--- src/logic/mcb_pkg.sv ---
// mcb_pkg: constants shared by the mode control bank and its acceptance filter.
// assumes 16-bit register data and byte offsets on the module bus.
package mcb_pkg;

  // register byte offsets
  localparam logic [15:0] MCB_OFS_SET   = 16'h1032;
  localparam logic [15:0] MCB_OFS_CLEAR = 16'h1034;
  localparam logic [15:0] MCB_OFS_TADDR = 16'h1036;

  // mode bit positions, identical in set and clear registers
  localparam int MCB_B_MEM_TEST   = 0;
  localparam int MCB_B_OFFLINE    = 1;
  localparam int MCB_B_DATA_RST   = 2;
  localparam int MCB_B_OVR_DIS    = 3;
  localparam int MCB_B_ZS_DIS     = 4;
  localparam int MCB_B_VALID_DIS  = 5;
  localparam int MCB_B_ACQ_TEST   = 6;
  localparam int MCB_B_SLIDE_EN   = 7;
  localparam int MCB_B_THR_RES    = 8;
  localparam int MCB_B_STOP_MODE  = 10;
  localparam int MCB_B_AUTO_ADV   = 11;
  localparam int MCB_B_EMPTY_WR   = 12;
  localparam int MCB_B_SLIDE_SUB  = 13;
  localparam int MCB_B_CNT_SRC    = 14;

  // implemented bits; reserved positions 9 and 15 read zero
  localparam logic [15:0] MCB_MODE_MASK  = 16'h7DFF;
  // slide enable, auto advance and counter source default to one
  localparam logic [15:0] MCB_MODE_RESET = 16'h4880;
  localparam logic [15:0] MCB_ZERO16     = 16'h0000;

  // threshold scaling shifts for the rejection test
  localparam int MCB_THR_SHIFT_COARSE = 4;
  localparam int MCB_THR_SHIFT_FINE   = 1;

  // bus answer state
  typedef enum logic [0:0] {
    MCB_RD_IDLE = 1'b0,
    MCB_RD_ANS  = 1'b1
  } mcb_rd_t;

endpackage

--- src/logic/mcb_mode_if.sv ---
// mcb_mode_if: mode bits handed from the bank to the acceptance filter.
// assumes both ends share the bank clock.
`timescale 1ns/1ns
interface mcb_mode_if;
  logic ovr_dis;
  logic zs_dis;
  logic valid_dis;
  logic thr_res;
  logic stop_mode;

  modport bank (output ovr_dis, output zs_dis, output valid_dis, output thr_res, output stop_mode);
  modport filt (input ovr_dis, input zs_dis, input valid_dis, input thr_res, input stop_mode);
endinterface

--- src/logic/mcb_accept_filter.sv ---
// mcb_accept_filter: decides whether one converted sample may be stored.
// assumes the caller registers the answer; purely combinational here.
`timescale 1ns/1ns
module mcb_accept_filter
  import mcb_pkg::*;
#(
  parameter int VAL_W = 12,
  parameter int THR_W = 8
) (
  // mode bits
  mcb_mode_if.filt      mode,
  // sample
  input  wire logic [VAL_W-1:0] value,
  input  wire logic [THR_W-1:0] threshold,
  input  wire logic             overflow,
  input  wire logic             valid,
  // decision
  output logic                  accept
);

  // a coarse threshold must fit the value width without losing its top bits
  if (VAL_W < THR_W + MCB_THR_SHIFT_COARSE) begin : g_bad_width
    $error("value narrower than scaled threshold");
  end

  logic [VAL_W-1:0] thr_level;
  logic             ovr_ok;
  logic             thr_ok;
  logic             valid_ok;

  // threshold scaled coarse or fine before comparison
  always_comb begin
    if (mode.thr_res) begin
      thr_level = VAL_W'(threshold) << MCB_THR_SHIFT_FINE;
    end else begin
      thr_level = VAL_W'(threshold) << MCB_THR_SHIFT_COARSE;
    end
    ovr_ok   = mode.ovr_dis | ~overflow;
    thr_ok   = mode.zs_dis | (value >= thr_level);
    // validity only matters in common stop
    valid_ok = ~mode.stop_mode | mode.valid_dis | valid;
    accept   = ovr_ok & thr_ok & valid_ok;
  end

endmodule

--- src/logic/mcb_mode_bank.sv ---
// mcb_mode_bank: set/clear mode register, test write address and the mode-driven
// controls of a multichannel converter.
// assumes single-cycle register strobes synchronous to MCLK from the bus decoder.
//
// Notes on behaviour
// - writing ones to set location sets bits
// - zeros written to set never clear bits
// - reading set location returns all mode bits
// - writing ones to clear location clears bits
// - clear uses same bit positions as set
// - memory test bit enables direct buffer writes
// - offline bit stops all conversions
// - data reset bit issues data reset
// - overflow check disable stores overflowed conversions
// - zero suppression disable stores data below threshold
// - validity check disable stores invalid common-stop data
// - acquisition test stores test FIFO data
// - slide disabled drives programmed constant value
// - threshold resolution selects times 16 or 2
// - start-stop bit selects common start or stop
// - auto advance steps read pointer on reads
// - empty event still writes header and end word
// - slide subtraction disable bypasses subtraction section
// - counter source chooses all or accepted triggers
// - write-only test write address register
// - counter source sits at bit 14
// - auto advance sits at bit 11
// - acquisition test sits at bit 6
// - memory test sits at bit 0
`timescale 1ns/1ns
module mcb_mode_bank
  import mcb_pkg::*;
#(
  parameter int TADDR_W = 11,
  parameter int SLIDE_W = 8,
  parameter int VAL_W   = 12,
  parameter int THR_W   = 8
) (
  // clock and reset
  input  wire logic               MCLK,
  input  wire logic               RSTN,
  // register port
  input  wire logic [15:0]        REG_ADDR,
  input  wire logic [15:0]        REG_WDATA,
  input  wire logic               REG_WR,
  input  wire logic               REG_RD,
  output logic [15:0]             REG_RDATA,
  output logic                    REG_RVALID,
  // conversion and storage controls
  output logic                    CONVERT_EN,
  output logic                    DATA_RESET,
  output logic                    MEM_TEST_EN,
  output logic [TADDR_W-1:0]      TEST_WRITE_ADDR,
  output logic                    STORE_FROM_TEST,
  output logic                    COMMON_STOP,
  output logic                    EMPTY_EVENT_WRITE,
  // sliding scale
  input  wire logic               SLIDE_STEP,
  input  wire logic [SLIDE_W-1:0] SLIDE_CONST,
  output logic [SLIDE_W-1:0]      SLIDE_DAC,
  output logic                    SLIDE_SUB_BYPASS,
  // sample acceptance
  input  wire logic               SAMPLE_STB,
  input  wire logic [VAL_W-1:0]   SAMPLE_VALUE,
  input  wire logic [THR_W-1:0]   SAMPLE_THRESHOLD,
  input  wire logic               SAMPLE_OVERFLOW,
  input  wire logic               SAMPLE_VALID,
  output logic                    SAMPLE_ACCEPT,
  // event counter and readout pointer
  input  wire logic               TRIGGER,
  input  wire logic               TRIGGER_ACCEPTED,
  output logic                    EVENT_COUNT_INC,
  input  wire logic               BUFFER_READ,
  input  wire logic               MANUAL_ADVANCE,
  output logic                    READ_POINTER_ADVANCE
);

  // widths the bus word cannot carry are refused while the design is built
  if (TADDR_W < 1 || TADDR_W > 16) begin : g_bad_taddr
    $error("test address width out of range");
  end
  if (SLIDE_W < 1 || SLIDE_W > 16) begin : g_bad_slide
    $error("slide width out of range");
  end

  ////////////////////////////////////////////////////////////////////////////
  // register decode and mode bits

  logic [15:0]        mode;
  logic [15:0]        next_mode;
  logic [TADDR_W-1:0] taddr;
  logic [TADDR_W-1:0] next_taddr;
  logic               hit_set;
  logic               hit_clear;
  logic               hit_taddr;

  // set and clear sit at distinct offsets, so they never meet in one cycle
  always_comb begin
    hit_set   = (REG_ADDR == MCB_OFS_SET);
    hit_clear = (REG_ADDR == MCB_OFS_CLEAR);
    hit_taddr = (REG_ADDR == MCB_OFS_TADDR);
    next_mode  = mode;
    next_taddr = taddr;
    if (REG_WR && hit_set) begin
      next_mode = mode | (REG_WDATA & MCB_MODE_MASK);
    end else if (REG_WR && hit_clear) begin
      next_mode = mode & ~(REG_WDATA & MCB_MODE_MASK);
    end
    if (REG_WR && hit_taddr) begin
      next_taddr = REG_WDATA[TADDR_W-1:0];
    end
  end

  always_ff @(posedge MCLK or negedge RSTN) begin
    if (!RSTN) begin
      mode  <= MCB_MODE_RESET;
      taddr <= '0;
    end else begin
      mode  <= next_mode;
      taddr <= next_taddr;
    end
  end

  ////////////////////////////////////////////////////////////////////////////
  // read answer, one cycle after the strobe

  mcb_rd_t     rd_state;
  mcb_rd_t     next_rd_state;
  logic [15:0] next_rdata;

  // only the set location reads back; write-only and unmapped read zero
  always_comb begin
    next_rdata    = MCB_ZERO16;
    next_rd_state = MCB_RD_IDLE;
    if (REG_RD) begin
      next_rd_state = MCB_RD_ANS;
      if (hit_set) begin
        next_rdata = mode;
      end
    end
  end

  always_ff @(posedge MCLK or negedge RSTN) begin
    if (!RSTN) begin
      rd_state  <= MCB_RD_IDLE;
      REG_RDATA <= MCB_ZERO16;
    end else begin
      rd_state  <= next_rd_state;
      REG_RDATA <= next_rdata;
    end
  end

  always_comb begin
    unique case (rd_state)
      MCB_RD_IDLE: REG_RVALID = 1'b0;
      MCB_RD_ANS:  REG_RVALID = 1'b1;
    endcase
  end

  ////////////////////////////////////////////////////////////////////////////
  // acceptance filter

  mcb_mode_if mode_bus ();
  logic       accept_now;

  assign mode_bus.ovr_dis   = mode[MCB_B_OVR_DIS];
  assign mode_bus.zs_dis    = mode[MCB_B_ZS_DIS];
  assign mode_bus.valid_dis = mode[MCB_B_VALID_DIS];
  assign mode_bus.thr_res   = mode[MCB_B_THR_RES];
  assign mode_bus.stop_mode = mode[MCB_B_STOP_MODE];

  mcb_accept_filter #(
    .VAL_W (VAL_W),
    .THR_W (THR_W)
  ) u_filter (
    .mode      (mode_bus.filt),
    .value     (SAMPLE_VALUE),
    .threshold (SAMPLE_THRESHOLD),
    .overflow  (SAMPLE_OVERFLOW),
    .valid     (SAMPLE_VALID),
    .accept    (accept_now)
  );

  ////////////////////////////////////////////////////////////////////////////
  // mode-driven controls, all registered so outputs leave from flip-flops

  logic               next_convert_en;
  logic               next_data_reset;
  logic               next_mem_test;
  logic               next_from_test;
  logic               next_common_stop;
  logic               next_empty_wr;
  logic               next_sub_bypass;
  logic               next_accept;
  logic               next_cnt_inc;
  logic               next_rp_adv;
  logic [SLIDE_W-1:0] slide_cnt;
  logic [SLIDE_W-1:0] next_slide_cnt;
  logic [SLIDE_W-1:0] next_slide_dac;

  // the outputs trail the mode bits by one cycle; a clean trade for flop outputs
  always_comb begin
    next_convert_en  = ~mode[MCB_B_OFFLINE];
    // held for as long as the bit stays set, released by the clear location
    next_data_reset  = mode[MCB_B_DATA_RST];
    next_mem_test    = mode[MCB_B_MEM_TEST];
    next_from_test   = mode[MCB_B_ACQ_TEST];
    next_common_stop = mode[MCB_B_STOP_MODE];
    next_empty_wr    = mode[MCB_B_EMPTY_WR];
    next_sub_bypass  = mode[MCB_B_SLIDE_SUB];
    next_accept      = SAMPLE_STB & accept_now;
    next_cnt_inc     = TRIGGER & (mode[MCB_B_CNT_SRC] | TRIGGER_ACCEPTED);
    next_rp_adv      = (mode[MCB_B_AUTO_ADV] & BUFFER_READ) |
                       (~mode[MCB_B_AUTO_ADV] & MANUAL_ADVANCE);
    next_slide_cnt   = slide_cnt;
    if (mode[MCB_B_SLIDE_EN] && SLIDE_STEP) begin
      next_slide_cnt = slide_cnt + 1'b1;
    end
    // disabled slide pins the converter to the programmed constant
    next_slide_dac = mode[MCB_B_SLIDE_EN] ? slide_cnt : SLIDE_CONST;
  end

  always_ff @(posedge MCLK or negedge RSTN) begin
    if (!RSTN) begin
      CONVERT_EN           <= 1'b0;
      DATA_RESET           <= 1'b0;
      MEM_TEST_EN          <= 1'b0;
      STORE_FROM_TEST      <= 1'b0;
      COMMON_STOP          <= 1'b0;
      EMPTY_EVENT_WRITE    <= 1'b0;
      SLIDE_SUB_BYPASS     <= 1'b0;
      SAMPLE_ACCEPT        <= 1'b0;
      EVENT_COUNT_INC      <= 1'b0;
      READ_POINTER_ADVANCE <= 1'b0;
      slide_cnt            <= '0;
      SLIDE_DAC            <= '0;
      TEST_WRITE_ADDR      <= '0;
    end else begin
      CONVERT_EN           <= next_convert_en;
      DATA_RESET           <= next_data_reset;
      MEM_TEST_EN          <= next_mem_test;
      STORE_FROM_TEST      <= next_from_test;
      COMMON_STOP          <= next_common_stop;
      EMPTY_EVENT_WRITE    <= next_empty_wr;
      SLIDE_SUB_BYPASS     <= next_sub_bypass;
      SAMPLE_ACCEPT        <= next_accept;
      EVENT_COUNT_INC      <= next_cnt_inc;
      READ_POINTER_ADVANCE <= next_rp_adv;
      slide_cnt            <= next_slide_cnt;
      SLIDE_DAC            <= next_slide_dac;
      TEST_WRITE_ADDR      <= next_taddr;
    end
  end
endmodule

--- config.mk ---
export PLATFORM = sky130hd
export DESIGN_NAME = mcb_mode_bank
export DESIGN_NICKNAME = d
export VERILOG_FILES = /design/src/logic/mcb_pkg.sv /design/src/logic/mcb_mode_if.sv /design/src/logic/mcb_accept_filter.sv /design/src/logic/mcb_mode_bank.sv
export SDC_FILE = /design/constraint.sdc
export NUM_CORES = 1
export LEC_CHECK = 0
export BUFFER_PORTS_ARGS = -buffer_cell sky130_fd_sc_hd__buf_4
export CAP_MARGIN = 20
export CORE_MARGIN = 8
export CORE_UTILIZATION = 50
export DETAILED_ROUTE_END_ITERATION = 8
export GPL_ROUTABILITY_DRIVEN = 0
export PLACE_DENSITY = 0.94
export RECOVER_POWER = 100
export SYNTH_ARGS = -nofsm -noshare
export SYNTH_HDL_FRONTEND = slang
export SYNTH_SLANG_ARGS = --single-unit
--- constraint.sdc ---
create_clock -name MCLK -period 3.1 [get_ports MCLK]
set_input_delay 0.31 -clock MCLK [delete_from_list [all_inputs] [get_ports MCLK]]
set_output_delay 0.31 -clock MCLK [all_outputs]
set_load 0.01 [all_outputs]
Yosys cells after proc, flatten, opt, wreduce, memory -nomap -nowiden
Cells that the tools add are included.
{"block": "word_totals", "register_bits": 70, "input_bits": 72}
{"block": "classes", "addsub": 1, "n_lt_le_gt_ge": 1, "eq_ne": 3, "mux": 8, "n_bitwise": 20, "reduce_logical": 5}
{"op": "$mux W16", "n": 4}
{"op": "$eq A16 B13 Y1 const B", "n": 3}
{"op": "$and A16 B16 Y16", "n": 1}
{"op": "$not A15 Y16", "n": 1}
{"op": "$or A16 B15 Y16", "n": 1}
{"op": "$ge A12 B12 Y1", "n": 1}
{"op": "$mux W12", "n": 1}
{"op": "$add A8 B1 Y8 const B", "n": 1}
{"op": "$mux W8", "n": 1}
{"op": "$and A1 B1 Y1", "n": 6}
{"op": "$or A1 B1 Y1", "n": 6}
{"op": "$not A1 Y1", "n": 5}
{"op": "$logic_and A1 B1 Y1", "n": 4}
{"op": "$pmux W1 S2", "n": 1}
{"op": "$reduce_bool A2 Y1", "n": 1}
{"op": "$mux W1", "n": 1}

Longest topological paths before layout
Gate-level depths: netlist of run 1.
{"block": "depth", "ltp_word": 6, "depth_mapped": 8, "ltp_nobuf": 7}

Hierarchy
Synthesis of run 1 repeated with hierarchy kept, for this count alone.
{"block": "hier_totals", "hier_cells": 245, "hier_area_um2": 3027.9}
{"mod": "mcb_mode_bank", "instances": 1, "cells_per_inst": 200, "area_each_um2": 2676.3, "seq_area_each_um2": 1655.3}
{"mod": "mcb_accept_filter", "instances": 1, "cells_per_inst": 45, "area_each_um2": 351.6, "seq_area_each_um2": 0.0}

Worst setup path after synthesis of run 1
No wires, ideal clock.
{"block": "synth_path", "path_kind": "reg2reg", "from": "register with a tool-made name", "to": "register SAMPLE_ACCEPT", "setup_ps": 133, "arrival_time_ps": 1804, "required_ps": 2967, "setup_slack_ps": 1163, "path_stages_with_launch": 8, "n_path_buf": 1, "period_less_slack_ps": 1937, "cell_sequence": "dfrtp_1 -> clkbuf_1 -> mux2i_1 -> ha_1 -> a41o_1 -> a211oi_1 -> o31a_1 -> o21ai_0"}
{"element": "end signal, assigned", "line_no": "mcb_mode_bank.sv:246", "source": "SAMPLE_ACCEPT <= next_accept;"}
{"element": "end, declared", "line_no": "mcb_mode_bank.sv:68", "source": "output logic SAMPLE_ACCEPT,"}

==> out/results.txt, run 1 <==
status: finished, violations left
failing checks: capacitance limit, slew limit
largest net degree at the start of global routing: 67
initial cell density of the core: 51.7%
setup TNS: 0 ns
peak supply drop: 0.252 mV
CP Cell Sequence: mux2i_1, ha_1, a41o_1, a211oi_1, o31a_1, o21ai_0
max-cap violation count: 1
Worst Path Buf+Inv: 0
first-pass GRT wire length: 11.6 mm
Syn. warnings: 0
vias: 2133
post-DP HPWL: 5.62 mm
Worst R2R Path Depth: 6
CP Class: reg -> reg
Sw Share: 22.3%
DRT Pass-1 Iters: 4
met2 GRT Util: 30.7%
CTS tree: yes
skew final: 0.0120 ns
final hold violations: 0
Final Setup Violations: 0
worst slew pin tran: 1.60 ns
Layout area overhead: 30.5%
clock tree buffer depth: 2
final wirelength: 7.27 mm
CP endpoint kind: flip-flop
number of synthesized register bits: 66
ANT nets after route: 0
die height: 91.5 µm
CP peak stage delay: 0.61 ns
grt total ovfl: 0
CTS Buf Count: 9
Worst Setup Start Kind: flip-flop
share of cells above drive strength 1: 29.9%
CTS root buffer: clkbuf_8
First DRT Iteration DRCs: 65
row cnt: 27
RSZ-0062 raised after global routing: no
# Post-CTS Setup Buffers: 0
largest cells by area after synthesis: dfrtp_1 (55%), ha_1 (5.3%), mux2_4 (5.3%)
Die X: 91.5 µm
post-synth top area cell: dfrtp_1
NetSw: 0.385 mW
drt via density: 5.20
drt drc: 0
gr busiest metal: met2
Hold Buf Count CTS: 0
IO Pins: 118
Max Freq: 490 MHz
Cell Int Power: 1.34 mW
crit share post-route: 65.8%
total clock sinks: 66
GRT Util Overall: 17.4%
reg-to-reg slack, setup: 1.06 ns
clock-pin slew on the worst setup and hold paths: 0.07 ns
WHS: 0.114 ns
sequential share of power: 50.5%
clk_lat worst skew: 0.33 ns
mapped cell area: 0.00285 mm²
cells after synthesis: 215
CORE AREA: 0.00551 mm²
class of the worst hold path: in -> reg
critical path arrival: 2.25 ns
worst-path maximum fanout: 13
H-tree depth: 3
hold path endpoint: rd_state
Slew Viols, Final: 67
reg2reg end: SAMPLE_ACCEPT
Hold Startpoint: REG_RD
delay-heaviest family, CP: compound AO/OA/AOI/OAI gates
Post-Place Cells: 394
commonest non-fill, non-tap cell in the layout: buf_4
Total Nets Final: 417
Die Footprint: 0.00837 mm²
cell area power density: 464 mW/mm²
Leak Pwr: 1.80 nW
vias in the first global route: 2296
Netlist cell types: 36
CTS-repair resized insts: 0
Tot Pwr: 1.72 mW
cell count of the worst hold path: 1
met3 usage: 6.17%
Gate power share: 8.4%
proportion of netlist area held by the largest area contributor: 55.4%
Max transition margin: -6.92%
Clk pwr share: 41.1%
Crit-path slowest cell: dfrtp_1
commonest cells after routing, fill and taps aside: buf_4 (68), dfrtp_1 (63), clkbuf_1 (45), nand2_1 (22), a22o_1 (14)
ANT cells: 0
Seq/Total Area, Yosys: 58.1%
Wirelength per Cell: 17.7 µm
number of port buffers: 114
post-layout min period: 2.04 ns
syn avg cell area: 13.2 µm²
final non-filler cell total: 410
CP required: 3.31 ns
initial antenna violation count: 0
met1 Use GR: 18.6%
Post-Route Utilization: 67.5%
[worst reg2reg max path, delay by kind of cell (launching register included)]
kind / cells / cell delay, ns
DFF: 1 / 0.61
muxes: 1 / 0.27
AOI/OAI and AO/OA: 4 / 0.77
adders and majority gates: 1 / 0.27
[routing by layer]
layer,part of all wire [%],up-vias
met4,1.7,0
met5,0,-
li1,-,983
met1,39,1040
met2,52,93
met3,7.0,17
[stage by stage]
| step | area (µm²) | worst slack (ns) |
|---|---|---|
| 2_1_floorplan | 2850 | 1.16 |
| 3_3_place_gp | 3740 | 1.13 |
| 3_5_place_dp | 3740 | 1.05 |
| 4_1_cts | 3930 | 1.05 |
| 5_1_grt | 3720 | 0.930 |
| 6_report | 3720 | 1.06 |
[final cells by class]
type	instances	area [µm²]
Fill cell	434	1790
Sequential cell	66	1660
Tap cell	72	90.1
Clock buffer	11	141
Clock inverter	5	55.1
Timing Repair Buffer	115	696
Inverter	4	15.0
Multi-Input combinational cell	137	1060
[worst max path at each step]
stage | startpoint | endpoint | slack, ns | depth (start not counted)
floorplan | flip-flop | SAMPLE_ACCEPT | 1.16 | 7
global placement | REG_ADDR[15] | TEST_WRITE_ADDR[1] | 1.13 | 6
detailed placement | REG_ADDR[8] | TEST_WRITE_ADDR[7] | 1.05 | 6
CTS | flip-flop | SAMPLE_ACCEPT | 1.05 | 6
global route | flip-flop | SAMPLE_ACCEPT | 0.93 | 6
finish | flip-flop | SAMPLE_ACCEPT | 1.06 | 6
[synth_stat cells (all sizes together)]
cell type,number
a22o,14
ha,12
o21ai,2
nand2b,4
o31ai,1
dfstp,3
and3,1
o21a,1
clkbuf,3
o31a,1
a211oi,2
nor2b,1
mux2i,5
nand4,3
mux2,21
conb,1
a41o,1
nor4b,1
buf,6
dfrtp,63
xnor2,7
nand4b,1
nor2,4
a21oi,4
inv,4
nor4,2
nand2,22
and2,16
nand3,6
nor3,1
and3b,2
[power groups by stage]
stage	clock [mW]	combinational [mW]	sequential (mW)
CTS	0.724	0.155	0.872
global placement	0	0.147	0.888
detailed placement	0	0.154	0.888
floorplan	0	0.0367	0.892
global route	0.765	0.160	0.871
finish	0.708	0.145	0.871
[kinds of logic after synthesis]
| family | Yosys count | synth area share, % |
|---|---|---|
| flip-flops | 66 | 58.1 |
| AND/OR/NAND/NOR | 64 | 12.9 |
| AO/OA/AOI/OAI | 26 | 7.07 |
| multiplexers | 26 | 11.4 |
| buffers and inverters | 13 | 2.94 |
| adder cells (fa/ha/maj) | 12 | 5.27 |
| XOR/XNOR | 7 | 2.15 |
| other | 1 | 0.132 |
(Power assumes the default switching activity.)
==> inputs of run 2 (changes only) <==
--- a/config.mk
+++ b/config.mk
@@ -8,10 +8,10 @@
 export BUFFER_PORTS_ARGS = -buffer_cell sky130_fd_sc_hd__buf_4
 export CAP_MARGIN = 20
 export CORE_MARGIN = 8
-export CORE_UTILIZATION = 50
+export CORE_UTILIZATION = 48
 export DETAILED_ROUTE_END_ITERATION = 8
 export GPL_ROUTABILITY_DRIVEN = 0
-export PLACE_DENSITY = 0.94
+export PLACE_DENSITY = 0.91
 export RECOVER_POWER = 100
 export SYNTH_ARGS = -nofsm -noshare
 export SYNTH_HDL_FRONTEND = slang
==> constraint.sdc (replaced) <==
create_clock -name MCLK -period 2 [get_ports MCLK]
set_input_delay 0.2 -clock MCLK [delete_from_list [all_inputs] [get_ports MCLK]]
set_output_delay 0.2 -clock MCLK [all_outputs]
set_load 0.01 [all_outputs]
==> run 2 against run 1 <==
The run now ends clean. Utilization down 2.7 points. Largest cell class unchanged. Critical path type unchanged. Die area grew 3.4%. Flip-flop and latch count unchanged. Via count fell by 1.0%. Critical endpoint unchanged. Worst setup slack got worse by 0.96 ns. Critical path depth stayed put. Count of clock-buffer cells in the layout grew 3. Worst hold slack got worse by 0.037 ns. Sequential power grew 55%. Largest power group unchanged.
==> out/results.txt, run 2 (synthesized netlist as in run 1, its figures left out) <==
skew final: 0.00459 ns
ANT cells: 0
Slew Viols, Final: 0
grt total ovfl: 0
CTS root buffer: clkbuf_8
peak supply drop: 0.578 mV
GRT Util Overall: 16.7%
ANT nets after route: 0
Post-Place Worst Slack: 0.0227 ns
worst-path maximum fanout: 6
initial cell density of the core: 49.0%
Final Setup Violations: 0
cell area power density: 711 mW/mm²
initial antenna violation count: 0
clk_lat worst skew: 0.33 ns
Die Footprint: 0.00865 mm²
CP Class: reg -> reg
vias: 2111
Post-Place Cells: 400
Fill cells: 478
max-cap violation count: 0
CORE AREA: 0.00582 mm²
row cnt: 28
DRT Pass-1 Iters: 4
IO Pins: 118
Total Nets Final: 423
largest net degree at the start of global routing: 67
setup ws final: 0.101 ns
status: completed
Worst Setup Start Kind: flip-flop
commonest cells after routing, fill and taps aside: buf_4 (70), dfrtp_1 (62), clkbuf_1 (48), nand2_1 (22), a22o_1 (14)
CP required: 2.20 ns
final non-filler cell total: 419
clock-pin slew on the worst setup and hold paths: 0.06 ns
CP endpoint kind: flip-flop
drt drc: 0
final wirelength: 7.09 mm
drt via density: 5.04
die height: 93.0 µm
Max transition margin: 47.3%
Die X: 93.0 µm
crit share post-route: 95.0%
post-layout min period: 1.90 ns
total clock sinks: 66
clock tree buffer depth: 2
number of port buffers: 114
Placed Area: 0.00376 mm²
Max Freq: 526 MHz
share of cells above drive strength 1: 29.9%
critical path arrival: 2.10 ns
H-tree depth: 3
WHS: 0.0767 ns
setup TNS: 0 ns
Layout area overhead: 32.3%
first-pass GRT wire length: 11.1 mm
CTS tree: yes
post-route cell area: 0.00377 mm²
First DRT Iteration DRCs: 49
CTS Buf Count: 9
worst slew pin tran: 0.791 ns
vias in the first global route: 2357
Leak Pwr: 1.83 nW
Wirelength per Cell: 16.9 µm
commonest non-fill, non-tap cell in the layout: buf_4
final hold violations: 0
post-DP HPWL: 5.51 mm
class of the worst hold path: in -> reg
-- run 2: changes by cell type in the layout (fill, tap and decap cells not counted), moves of 2 or more --
cell           previous run  this run
buf_4                    68        70
clkinvlp_4                2         0
clkbuf_1                 45        48
dlygate4sd3_1             0         2
-- run 2: what timing repair did --
item / in CTS / in global routing
setup buffers: 0 / 1
endpoints found under the hold margin: 64 / 0
hold buffers: 2 / 0
resized for setup: 0 / 1
setup endpoints to repair: 0 / 1
-- run 2: path summary, 6_finish.rpt --
check                                  from                         end  slack, ns  depth (start not counted)
setup / recovery                  flip-flop               SAMPLE_ACCEPT       0.10                          6
hold / removal             TRIGGER_ACCEPTED             EVENT_COUNT_INC       0.08                          2
setup reg to reg                  flip-flop               SAMPLE_ACCEPT       0.10                          6
hold reg to reg                   flip-flop             STORE_FROM_TEST       0.41                          0
max in group asynchronous              RSTN  asynchronous set/reset pin       0.94                          2
min in group asynchronous              RSTN                slide_cnt[5]       0.50                          2
-- run 2: metrics by stage --
step	total power, mW	utilization [%]
2_1_floorplan	1.44	-
3_3_place_gp	1.60	64.7
3_5_place_dp	1.61	64.7
4_1_cts	2.73	68.4
5_1_grt	2.80	64.8
6_report	2.68	64.8
-- run 2: worst max-delay path, stage by stage, from the launching register on --
cell and delay (ns):
dfrtp_2 0.45, mux2i_1 0.25, ha_1 0.28, a41o_1 0.25, a211oi_1 0.25, o31a_1 0.19, o21ai_0 0.11
-- run 2: cell type report --
cell class              count  area [µm²]  area share (%)
clock buffers              14         163            4.32
clock inverters             2        35.0           0.930
inverters                   4        15.0           0.398
multi-input cells         137        1070            28.3
flip-flops and latches     66        1660            44.0
well taps                  75        93.8            2.49
repair buffers            121         739            19.6
-- run 2: where the power goes --
group	switching (mW)	internal [mW]	leakage, nW
Combinational	0.0975	0.127	0.846
Clock	0.460	0.644	0.101
Sequential	0.00312	1.35	0.881
-- run 2: routing by layer --
metal / wire length (µm) / track usage, % / vias up
met5: 0 / 0 / -
met4: 219 / 10.7 / 0
met3: 561 / 6.17 / 17
met2: 3620 / 28.4 / 86
met1: 2690 / 17.0 / 1016
li1: - / - / 992
